<file path="config.mk">
export PLATFORM = sky130hd
export DESIGN_NAME = fis_top
export DESIGN_NICKNAME = d
export VERILOG_FILES = /design/src/hw/fis_pkg.sv /design/src/hw/fis_sync.sv /design/src/hw/fis_top.sv
export VERILOG_INCLUDE_DIRS = /design/src /design/src/hw
export SDC_FILE = /design/constraint.sdc
export NUM_CORES = 1
export LEC_CHECK = 0
export BUFFER_PORTS_ARGS = -buffer_cell sky130_fd_sc_hd__buf_4
export CAP_MARGIN = 20
export CELL_PAD_IN_SITES_DETAIL_PLACEMENT = 0
export CELL_PAD_IN_SITES_GLOBAL_PLACEMENT = 2
export CORE_MARGIN = 2
export CORE_UTILIZATION = 36
export CTS_CLUSTER_SIZE = 10
export DETAILED_ROUTE_END_ITERATION = 12
export GPL_TIMING_DRIVEN = 0
export PLACE_DENSITY_LB_ADDON = 0.2
export SLEW_MARGIN = 0
export SYNTH_ARGS = -nofsm -noshare
export SYNTH_HDL_FRONTEND = slang
export SYNTH_SLANG_ARGS = --single-unit
</file>
<file path="constraint.sdc">
create_clock -name sys_clk -period 3.77 [get_ports sys_clk]
set_input_delay 0 -clock sys_clk [delete_from_list [all_inputs] [get_ports sys_clk]]
set_output_delay 0 -clock sys_clk [all_outputs]
set_load 0.02 [all_outputs]
</file>
<file path="src/hw/fis_regs.svh">
`ifndef FIS_REGS_SVH
`define FIS_REGS_SVH

// Opcodes
`define FIS_OP_QUAD_ID 8'haf
`define FIS_OP_ID3 8'h9f
`define FIS_OP_SIG 8'hab
`define FIS_OP_MAKER 8'h90

// Status byte fields
`define FIS_SR_BUSY 0
`define FIS_SR_LATCH 1
`define FIS_SR_BP_LO 2
`define FIS_SR_BP_HI 5
`define FIS_SR_QUAD 6
`define FIS_SR_LOCK 7
`define FIS_SR_RESET 8'h00

// Link clock counts
`define FIS_SPI_CMD_CLKS 5'd8
`define FIS_QUAD_CMD_CLKS 5'd2
`define FIS_SPI_SKIP_CLKS 5'd24
`define FIS_QUAD_SKIP_CLKS 5'd6

`endif

</file>
<file path="src/hw/fis_pkg.sv">
package fis_pkg;

    typedef enum logic [2:0] {
        ST_IDLE,
        ST_CMD,
        ST_SKIP,
        ST_OUT,
        ST_DROP
    } fis_state_t;

    typedef enum logic [2:0] {
        SRC_ID3,
        SRC_SIG,
        SRC_MAKER,
        SRC_STATUS,
        SRC_CONFIG
    } fis_src_t;

endpackage : fis_pkg

</file>
<file path="src/hw/fis_sync.sv">
module fis_sync #(
    parameter int WIDTH = 1,
    parameter logic [WIDTH-1:0] RST_VAL = '0
) (
    // Clock and reset
    input wire logic sys_clk,
    input wire logic rst,
    // Data
    input wire logic [WIDTH-1:0] d_in,
    output logic [WIDTH-1:0] d_out
);
    logic [WIDTH-1:0] meta_reg;
    logic [WIDTH-1:0] meta_next;
    logic [WIDTH-1:0] sync_reg;

    always_comb
    begin
        meta_next = d_in;
    end

    always_ff @(posedge sys_clk)
    begin
        if (rst)
        begin
            meta_reg <= RST_VAL;
            sync_reg <= RST_VAL;
        end
        else
        begin
            meta_reg <= meta_next;
            sync_reg <= meta_reg;
        end
    end

    assign d_out = sync_reg;
endmodule : fis_sync

</file>
<file path="src/hw/fis_top.sv">
// How it works
// - Quad ID bytes follow command, repeat till deselect
// - Decode 9F, AB, 90 and AF reads
// - Status read accepted even while busy
// - Status byte shifted out, one or four lines
// - Config read accepted anytime, either format
// - Busy flag high during program, erase, write
// - Program or erase ignored without write enable
// - Completion clears write enable latch
// - Protected target refused, latch cleared
// - Protect level set only by status write
// - Chip erase only with level zero
// - Quad enable low: pins are protect, reset
// - Quad enable high: pins are data lines
// - Write disable plus protect low locks status
`include "fis_regs.svh"

module fis_top #(
    parameter logic [7:0] MAKER_ID = 8'h5a, // Arbitrary value
    parameter logic [7:0] MEM_TYPE = 8'h11, // Arbitrary value
    parameter logic [7:0] MEM_DENSITY = 8'h22, // Arbitrary value
    parameter logic [7:0] SIGNATURE = 8'h33, // Arbitrary value
    parameter logic [7:0] WRITE_EN_OP = 8'h06,
    parameter logic [7:0] STATUS_RD_OP = 8'h05,
    parameter logic [7:0] CONFIG_RD_OP = 8'h15
) (
    // Clock and reset
    input wire logic sys_clk,
    input wire logic rst,
    // Serial link pins
    input wire logic cs_n,
    input wire logic sclk,
    input wire logic [3:0] data_in,
    output logic [3:0] data_out,
    output logic [3:0] data_oe,
    // Mode and config from device core
    input wire logic four_line_command_mode,
    input wire logic [7:0] config_byte,
    // Program, erase and status-write requests
    input wire logic pe_req,
    input wire logic pe_chip,
    input wire logic pe_protected,
    input wire logic sw_req,
    input wire logic [7:0] sw_data,
    input wire logic op_done,
    output logic pe_go,
    output logic sw_go,
    output logic [7:0] status_byte
);
    logic s_cs_n;
    logic s_sclk;
    logic [3:0] s_io;
    logic sclk_prev_reg;
    logic rise;
    logic fall;

    // Reset to idle pin levels: deselected, protect and reset high
    fis_sync #(.WIDTH(6), .RST_VAL(6'h2c)) u_sync (
        .sys_clk(sys_clk),
        .rst(rst),
        .d_in({cs_n, sclk, data_in}),
        .d_out({s_cs_n, s_sclk, s_io})
    );

    assign rise = s_sclk & ~sclk_prev_reg;
    assign fall = ~s_sclk & sclk_prev_reg;

    fis_pkg::fis_state_t state_reg, state_next;
    fis_pkg::fis_src_t src_reg, src_next;
    logic [4:0] cnt_reg, cnt_next;
    logic [7:0] opc_reg, opc_next;
    logic [7:0] addr_reg, addr_next;
    logic [2:0] pos_reg, pos_next;
    logic [1:0] idx_reg, idx_next;
    logic quad_reg, quad_next;
    logic [3:0] out_reg, out_next;
    logic [3:0] oe_reg, oe_next;
    logic [7:0] status_reg, status_next;
    logic pe_go_reg, pe_go_next;
    logic sw_go_reg, sw_go_next;
    logic wen_pulse;
    logic pin_reset;
    logic hardware_protection_mode;
    logic [7:0] cur_byte;
    logic last_bit;

    function automatic logic [7:0] fis_shift(input logic [7:0] v,
        input logic [3:0] io, input logic quad);
        fis_shift = quad ? {v[3:0], io} : {v[6:0], io[0]};
    endfunction : fis_shift

    function automatic logic [7:0] fis_pick(input fis_pkg::fis_src_t src,
        input logic [1:0] idx, input logic swap);
        case (src)
            fis_pkg::SRC_ID3:
                fis_pick = (idx == 2'd0) ? MAKER_ID :
                    (idx == 2'd1) ? MEM_TYPE : MEM_DENSITY;
            fis_pkg::SRC_SIG: fis_pick = SIGNATURE;
            fis_pkg::SRC_MAKER:
                fis_pick = (idx[0] ^ swap) ? SIGNATURE : MAKER_ID;
            fis_pkg::SRC_STATUS: fis_pick = status_reg;
            fis_pkg::SRC_CONFIG: fis_pick = config_byte;
            default: fis_pick = 8'h00;
        endcase
    endfunction : fis_pick

    function automatic logic [1:0] fis_nbytes(input fis_pkg::fis_src_t src);
        case (src)
            fis_pkg::SRC_ID3: fis_nbytes = 2'd3;
            fis_pkg::SRC_MAKER: fis_nbytes = 2'd2;
            default: fis_nbytes = 2'd1;
        endcase
    endfunction : fis_nbytes

    // Shared pins act as reset and protect only while quad is off
    assign pin_reset = ~status_reg[`FIS_SR_QUAD] & ~s_io[3];
    assign hardware_protection_mode = status_reg[`FIS_SR_LOCK]
        & ~status_reg[`FIS_SR_QUAD] & ~s_io[2];
    assign cur_byte = fis_pick(src_reg, idx_reg, addr_reg[0]);
    assign last_bit = quad_reg ? (pos_reg == 3'd1) : (pos_reg == 3'd7);

    // Link side
    always_comb
    begin
        state_next = state_reg;
        src_next = src_reg;
        cnt_next = cnt_reg;
        opc_next = opc_reg;
        addr_next = addr_reg;
        pos_next = pos_reg;
        idx_next = idx_reg;
        quad_next = quad_reg;
        out_next = out_reg;
        oe_next = oe_reg;
        wen_pulse = 1'b0;
        if (s_cs_n || pin_reset)
        begin
            state_next = fis_pkg::ST_IDLE;
            oe_next = 4'h0;
            out_next = 4'h0;
            cnt_next = 5'd0;
        end
        else
        begin
            case (state_reg)
                fis_pkg::ST_IDLE:
                begin
                    state_next = fis_pkg::ST_CMD;
                    cnt_next = 5'd0;
                    // Four-line frames only with quad enabled
                    quad_next = four_line_command_mode
                        & status_reg[`FIS_SR_QUAD];
                end
                fis_pkg::ST_CMD:
                    if (rise)
                    begin
                        opc_next = fis_shift(opc_reg, s_io,
                            quad_reg);
                        cnt_next = cnt_reg + 5'd1;
                        pos_next = 3'd0;
                        idx_next = 2'd0;
                        if (cnt_next == (quad_reg ? `FIS_QUAD_CMD_CLKS
                            : `FIS_SPI_CMD_CLKS))
                        begin
                            cnt_next = 5'd0;
                            state_next = fis_pkg::ST_DROP;
                            if (opc_next == WRITE_EN_OP)
                                wen_pulse = 1'b1;
                            else if (opc_next == STATUS_RD_OP)
                            begin
                                state_next = fis_pkg::ST_OUT;
                                src_next = fis_pkg::SRC_STATUS;
                            end
                            else if (opc_next == CONFIG_RD_OP)
                            begin
                                state_next = fis_pkg::ST_OUT;
                                src_next = fis_pkg::SRC_CONFIG;
                            end
                            else if (opc_next == `FIS_OP_QUAD_ID && quad_reg)
                            begin
                                state_next = fis_pkg::ST_OUT;
                                src_next = fis_pkg::SRC_ID3;
                            end
                            else if (opc_next == `FIS_OP_ID3 && !quad_reg
                                && !status_reg[`FIS_SR_BUSY])
                            begin
                                state_next = fis_pkg::ST_OUT;
                                src_next = fis_pkg::SRC_ID3;
                            end
                            else if (opc_next == `FIS_OP_SIG)
                            begin
                                state_next = fis_pkg::ST_SKIP;
                                src_next = fis_pkg::SRC_SIG;
                            end
                            else if (opc_next == `FIS_OP_MAKER && !quad_reg)
                            begin
                                state_next = fis_pkg::ST_SKIP;
                                src_next = fis_pkg::SRC_MAKER;
                            end
                        end
                    end
                fis_pkg::ST_SKIP:
                    if (rise)
                    begin
                        addr_next = fis_shift(addr_reg, s_io, quad_reg);
                        cnt_next = cnt_reg + 5'd1;
                        if (cnt_next == (quad_reg ? `FIS_QUAD_SKIP_CLKS
                            : `FIS_SPI_SKIP_CLKS))
                            state_next = fis_pkg::ST_OUT;
                    end
                fis_pkg::ST_OUT:
                    if (fall)
                    begin
                        // MSB first, live value on every pass
                        if (quad_reg)
                        begin
                            out_next = pos_reg[0] ? cur_byte[3:0]
                                : cur_byte[7:4];
                            oe_next = 4'hf;
                        end
                        else
                        begin
                            out_next = {2'b00, cur_byte[3'd7 - pos_reg],
                                1'b0};
                            oe_next = 4'b0010;
                        end
                        pos_next = last_bit ? 3'd0 : pos_reg + 3'd1;
                        if (last_bit)
                            idx_next = (idx_reg + 2'd1 == fis_nbytes(src_reg))
                                ? 2'd0 : idx_reg + 2'd1;
                    end
                fis_pkg::ST_DROP: ;
                default: state_next = fis_pkg::ST_IDLE;
            endcase
        end
    end

    // Status byte and operation start
    always_comb
    begin
        status_next = status_reg;
        pe_go_next = 1'b0;
        sw_go_next = 1'b0;
        if (op_done)
        begin
            status_next[`FIS_SR_BUSY] = 1'b0;
            status_next[`FIS_SR_LATCH] = 1'b0;
        end
        if (pe_req && !status_reg[`FIS_SR_BUSY]
            && status_reg[`FIS_SR_LATCH])
        begin
            if (pe_protected || (pe_chip
                && status_reg[`FIS_SR_BP_HI:`FIS_SR_BP_LO] != 4'h0))
                status_next[`FIS_SR_LATCH] = 1'b0;
            else
            begin
                pe_go_next = 1'b1;
                status_next[`FIS_SR_BUSY] = 1'b1;
            end
        end
        else if (sw_req && !status_reg[`FIS_SR_BUSY]
            && status_reg[`FIS_SR_LATCH]
            && !hardware_protection_mode)
        begin
            status_next[7:2] = sw_data[7:2];
            sw_go_next = 1'b1;
            status_next[`FIS_SR_BUSY] = 1'b1;
        end
        if (pin_reset)
            status_next[`FIS_SR_LATCH] = 1'b0;
        // Set beats any clear in the same cycle
        if (wen_pulse)
            status_next[`FIS_SR_LATCH] = 1'b1;
    end

    always_ff @(posedge sys_clk)
    begin
        if (rst)
        begin
            sclk_prev_reg <= 1'b0;
            state_reg <= fis_pkg::ST_IDLE;
            src_reg <= fis_pkg::SRC_STATUS;
            cnt_reg <= 5'd0;
            opc_reg <= 8'h00;
            addr_reg <= 8'h00;
            pos_reg <= 3'd0;
            idx_reg <= 2'd0;
            quad_reg <= 1'b0;
            out_reg <= 4'h0;
            oe_reg <= 4'h0;
            status_reg <= `FIS_SR_RESET;
            pe_go_reg <= 1'b0;
            sw_go_reg <= 1'b0;
        end
        else
        begin
            sclk_prev_reg <= s_sclk;
            state_reg <= state_next;
            src_reg <= src_next;
            cnt_reg <= cnt_next;
            opc_reg <= opc_next;
            addr_reg <= addr_next;
            pos_reg <= pos_next;
            idx_reg <= idx_next;
            quad_reg <= quad_next;
            out_reg <= out_next;
            oe_reg <= oe_next;
            status_reg <= status_next;
            pe_go_reg <= pe_go_next;
            sw_go_reg <= sw_go_next;
        end
    end

    assign data_out = out_reg;
    assign data_oe = oe_reg;
    assign pe_go = pe_go_reg;
    assign sw_go = sw_go_reg;
    assign status_byte = status_reg;
endmodule : fis_top

</file>
==> impl_metrics.yaml, run 1 <==
logic_synthesis:
  syn-num-nets: 403
  synthesis.area_um2: 3080
  synthCells: 366
  netlist_top_cells_area: "dfxtp_1, nor2_1, mux2i_1, nor2b_1, a21oi_1"
  yosysTopAreaCell: "dfxtp_1"
  synth_ff_type: "dfxtp_1"
  avgSynthCellArea_um2: 8.42
  async_flop_share_pct: 0
  synth_top_cell_area_share_pct: 35.1
  synth_common_cells: "dfxtp_1, nor2_1, nand2_1"
  synth_edf_count: 0
  ys_ff_latch: 54
  synth.distinct_cells: 73
  yosys_warnings: 0
  seq_area_frac_synth_pct: 35.1
timing:
  fin_crit_ns: 2.19
  finalCritPeriodShare_pct: 58.1
  worst_pin_slew_ns: 0.584
  tns_ns: 0
  hold_viol: 0
  fmax_mhz: 457
  setup_viol: 0
  rsz0062_at_grt: "false"
  clock_skew_ns: 0.00703
  relSlewSlack_pct: 61.0
  maxSlewViolCount: 0
global_routing:
  grt_pass1_wl_um: 12900
  grt.total_usage_pct: 17.9
  gr-total-overflow: 0
  antenna_found_initial: 0
  grt_max_degree: 18
  grt_pass1_vias: 2554
route:
  first_pass_iters: 4
  vias: 2768
  vias_per_cell: 5.14
  ant_nets: 0
  drc: 0
  totalWireLength_um: 8140
  detail_route.wl_per_cell_um: 15.1
  drt_iter0_markers: 123
cells_and_area:
  layout.cells.non_filler: 538
  nets: 469
  largest_register_ff_count: 8
  diodes: 0
  area_delta_synth_final_pct: 23.5
  drive_gt1_share_pct: 21.0
power_and_ir_drop:
  p_leak_nw: 1.37
  powerDensity_nw_per_um2: 274
  irDropWorstVdd_v: 0.000168
  power_mw: 1.04
placed_design:
  portBuffers: 44
  numPlacedInstances: 515
  place_congestion: 0.847
  hpwlAfterDp_um: 6000
clock_network:
  cts_tree: "done"
  clk_latency_ns: 0.31
  cts.sinks: 54
  cts_made_buffers: 5
  root_buffer: "clkbuf_8"
  clock_path_buffers: 2
  h-tree-depth: 2
  clk_pin_slew_worst_paths_ns: 0.10
die:
  die_y_um: 96.5
  rows: 33
  die_x_um: 96.5
  start_util_pct: 37.3
  core_area_um2: 8260
  io_pins: 48
  dieArea_um2: 9310
worst_setup_path:
  critPathCaptureType: "register"
  cp-start-kind: "register"
  worstSetupPathType: "register to register"
  required_ns: 3.96
  cp.arrival_ns: 2.38
  critPathMaxFanout: 7
run_status:
  status: "finished clean"
run:
  maxCapViolations: 0
worst_hold_path:
  min_path_type: "input pin to register"
==> metrics by stage <==
step / setup slack [ns] / hold WS, ns / cell area [um^2] / utilization [%]
detailed placement: 1.63 / 0.188 / 3540 / 42.9
CTS: 1.60 / 0.0352 / 3800 / 46.1
global placement: 1.60 / 0.185 / 3540 / 42.9
global route: 1.37 / 0.0821 / 3800 / 46.1
finish: 1.58 / 0.0390 / 3800 / 46.1
floorplan: 1.89 / 0.104 / 3080 / -
==> layout make-up <==
class,instances,area [um^2]
timing repair buffer,59,480
tap,105,131
clock inverter,3,43.8
fill,831,4450
buffer,24,141
inverter,13,48.8
multi-input combinational,275,1810
sequential,54,1080
clock buffer,5,68.8
==> worst max-delay path, stage by stage (launching register included) <==
cell and delay, ns:
dfxtp_1 0.47, inv_1 0.09, ha_1 0.22, nor4b_1 0.15, a31o_1 0.22, a221oi_1 0.34
a21oi_1 0.14, o31ai_1 0.32, a2111oi_2 0.11
==> what timing repair did <==
item | CTS | global route
gates resized for setup | 0 | 0
hold buffers | 15 | 0
hold endpoints to repair | 14 | 0
setup buffers | 0 | 0
setup endpoints to repair | 0 | 0
==> per-layer routing <==
metal	vias to the layer above	GRT usage (%)	part of all wire (%)	routed length, um
met1	1289	25.2	52	4220
met2	32	29.1	45	3680
met5	-	0	0	0
met3	2	3.34	2.6	212
met4	0	2.82	0.37	30
li1	1445	-	-	-
==> report_power, final <==
part | leakage, nW | switching (mW) | internal, mW | total, mW
Sequential | 0.438 | 0.00407 | 0.577 | 0.581
Clock | 0.0585 | 0.204 | 0.200 | 0.403
Combinational | 0.871 | 0.0249 | 0.0348 | 0.0597
==> logic make-up after synthesis <==
| logic type | after synthesis | share of synthesized area, % |
|---|---|---|
| fa+ha+maj | 7 | 2.84 |
| xor+xnor | 4 | 1.14 |
| simple gates | 163 | 28.3 |
| mux | 17 | 6.09 |
| compound gates | 84 | 20.4 |
| buf+inv | 37 | 6.17 |
| flops | 54 | 35.1 |
==> placed cells by master, fill, tap and decap left out, types with 7 or more instances in the layout <==
cell | netlist | final
nor3_1 | 13 | 13
ha_1 | 7 | 7
inv_1 | 12 | 12
nand3_1 | 11 | 11
mux2i_1 | 15 | 15
clkbuf_1 | 10 | 10
dlygate4sd3_1 | 0 | 15
nor2_1 | 54 | 54
dfxtp_1 | 54 | 54
nand2b_1 | 9 | 9
nand2_1 | 21 | 21
o21ai_0 | 9 | 9
buf_4 | 6 | 50
a21oi_1 | 18 | 18
nor2b_1 | 15 | 15
==> path summary, 6_finish.rpt <==
path         slack [ns]  cells after the start              end          startpoint
min reg2reg        0.42                      1  u_sync.d_out[3]  u_sync.meta_reg[3]
max reg2reg        1.58                      8      data_out[1]          idx_reg[0]
max                1.58                      8      data_out[1]          idx_reg[0]
min                0.04                      3   status_byte[7]          sw_data[7]
Note: power is estimated with default switching activity, not from simulation.
==> inputs of run 2 (changes only) <==
--- a/config.mk
+++ b/config.mk
@@ -11,7 +11,7 @@
 export CELL_PAD_IN_SITES_DETAIL_PLACEMENT = 0
 export CELL_PAD_IN_SITES_GLOBAL_PLACEMENT = 2
 export CORE_MARGIN = 2
-export CORE_UTILIZATION = 36
+export CORE_UTILIZATION = 30
 export CTS_CLUSTER_SIZE = 10
 export DETAILED_ROUTE_END_ITERATION = 12
 export GPL_TIMING_DRIVEN = 0
==> constraint.sdc (replaced) <==
create_clock -name sys_clk -period 1.9 [get_ports sys_clk]
set_input_delay 0 -clock sys_clk [delete_from_list [all_inputs] [get_ports sys_clk]]
set_output_delay 0 -clock sys_clk [all_outputs]
set_load 0.02 [all_outputs]
==> run 2 against run 1 <==
Compared with the run above: the flow now finishes with violations (negative setup slack); sequential power grew 98%; combinational power increased by 110%; routed wire length rose by 11%; cell count grew 8.2%; core utilization down 3.2 points; via count increased by 7.7%; critical path depth up 1; global-route usage is 2.2 points lower; flip-flop and latch count is the same; die area rose by 19%; maximum frequency increased by 15%.
==> impl_metrics.yaml, run 2 (synthesis gave the netlist of run 1 again) <==
global_routing:
  grt.total_usage_pct: 15.8
  grt_pass1_wl_um: 14100
  grt_max_degree: 18
  antenna_found_initial: 0
  grt_pass1_vias: 2732
  gr-total-overflow: 0
worst_hold_path:
  min_path_type: "input pin to register"
  whs_path_depth: 4
route:
  first_pass_iters: 5
  ant_nets: 0
  highest_layer: "met4"
  drc: 0
  wl_met3_um: 352
  drt-met1-wl_um: 4550
  vias: 2981
  totalWireLength_um: 9020
  drt_iter0_markers: 121
  vias_per_cell: 5.12
  wl_met2_um: 4060
  detail_route.wl_per_cell_um: 15.5
placed_design:
  hpwlAfterDp_um: 6480
  dpl-instance-area_um2: 3580
  portBuffers: 44
  place_congestion: 0.851
  place_ws_ns: -0.320
clock_network:
  clk_latency_ns: 0.31
  clock_path_buffers: 2
  h-tree-depth: 2
  clk_pin_slew_worst_paths_ns: 0.11
  cts_tree: "done"
  root_buffer: "clkbuf_8"
  cts_made_buffers: 5
  cts.sinks: 54
die:
  die_y_um: 105
  dieArea_um2: 11100
  start_util_pct: 31.2
  io_pins: 48
  core_area_um2: 9860
  rows: 36
  die_x_um: 105
timing:
  fmax_mhz: 523
  fin_crit_ns: 1.91
  rsz0062_at_grt: "true"
  fin_hold_ws_ns: 0.0222
  maxSlewViolCount: 0
  finalCritPeriodShare_pct: 101
  setup_viol: 3
  clock_skew_ns: 0.0107
  worst_pin_slew_ns: 0.588
  hold_viol: 0
  tns_ns: -0.0240
  relSlewSlack_pct: 60.6
  layout_setup_ws_ns: -0.0125
run_status:
  status: "complete, but fails checks"
  violations: "negative setup slack"
worst_setup_path:
  critPathCaptureType: "register"
  cp-start-kind: "register"
  path_cells: "buf_8 -> buf_12 -> nor3b_2 -> a21oi_2 -> nor3_2 -> buf_4 -> nor3_4 -> a21oi_4 -> mux2i_1"
  required_ns: 2.09
  cp.arrival_ns: 2.10
  cp_top_family: "simple AND/OR/NAND/NOR gates"
  r2r_cells: 9
  critPathMaxFanout: 8
  slowest_stage: "dfxtp_2"
  worstSetupPathType: "register to register"
  path_buf_inv: 3
  cp.depth: 9
  critPathMaxStageDelay_ns: 0.34
cells_and_area:
  largest_register_ff_count: 8
  final_cell_mix: "buf_4, nor2_1, dfxtp_1"
  area_delta_synth_final_pct: 37.4
  final_common_cell: "buf_4"
  fin_area_um2: 4230
  drive_gt1_share_pct: 31.2
  nets: 485
  diodes: 0
  fin_util_pct: 42.9
  fill_cells: 970
run:
  maxCapViolations: 0
power_and_ir_drop:
  irDropWorstVdd_v: 0.000401
  p_leak_nw: 1.54
  powerDensity_nw_per_um2: 522
-- run 2: path summary, 6_finish.rpt --
kind                                    startpoint              end  slack, ns
worst max-delay path                      quad_reg       src_reg[0]      -0.01
worst min-delay path                       pe_chip            pe_go       0.02
worst max register to register            quad_reg       src_reg[0]      -0.01
worst min register to register  u_sync.meta_reg[5]  u_sync.d_out[5]       0.42
-- run 2: final cells by class --
type / count / area (um^2) / share of cell area (%)
Multi-Input combinational cell: 275 / 1980 / 46.7
Sequential cell: 54 / 1090 / 25.8
Timing Repair Buffer: 77 / 633 / 15.0
Buffer: 22 / 173 / 4.08
Tap cell: 133 / 166 / 3.93
Clock buffer: 5 / 68.8 / 1.63
Clock inverter: 3 / 68.8 / 1.63
Inverter: 13 / 53.8 / 1.27
-- run 2: repair_timing --
action                                  4_1_cts  5_1_grt
gates resized for setup                      21       34
cloned                                        0        1
pin swaps                                     8       15
endpoints found under the setup margin       22       18
hold buffers                                 15        0
buffers inserted                              3       15
hold endpoints to repair                     14        0
-- run 2: worst reg2reg max path, stage by stage (launching register included) --
cell and delay, ns:
dfxtp_2 0.34, buf_8 0.14, buf_12 0.14, nor3b_2 0.16, a21oi_2 0.21, nor3_2 0.10, buf_4 0.16, nor3_4 0.31
a21oi_4 0.11, mux2i_1 0.13
-- run 2: power breakdown --
| group | switching (mW) | total, mW | internal [mW] |
|---|---|---|---|
| combinational | 0.0520 | 0.125 | 0.0727 |
| clock | 0.403 | 0.932 | 0.528 |
| sequential | 0.0104 | 1.15 | 1.14 |
-- run 2: per-stage QoR --
stage               instances  power, mW
detailed placement        543       1.28
floorplan                 366       1.21
CTS                       569       2.24
finish                    582       2.21
global route              582       2.31
global placement          543       1.27
-- run 2: routing by layer --
layer  GRT usage, %  vias up
met3           2.47        5
met4           2.67        0
met2           24.7       76
li1               -     1478
met1           23.0     1422
met5              0        -
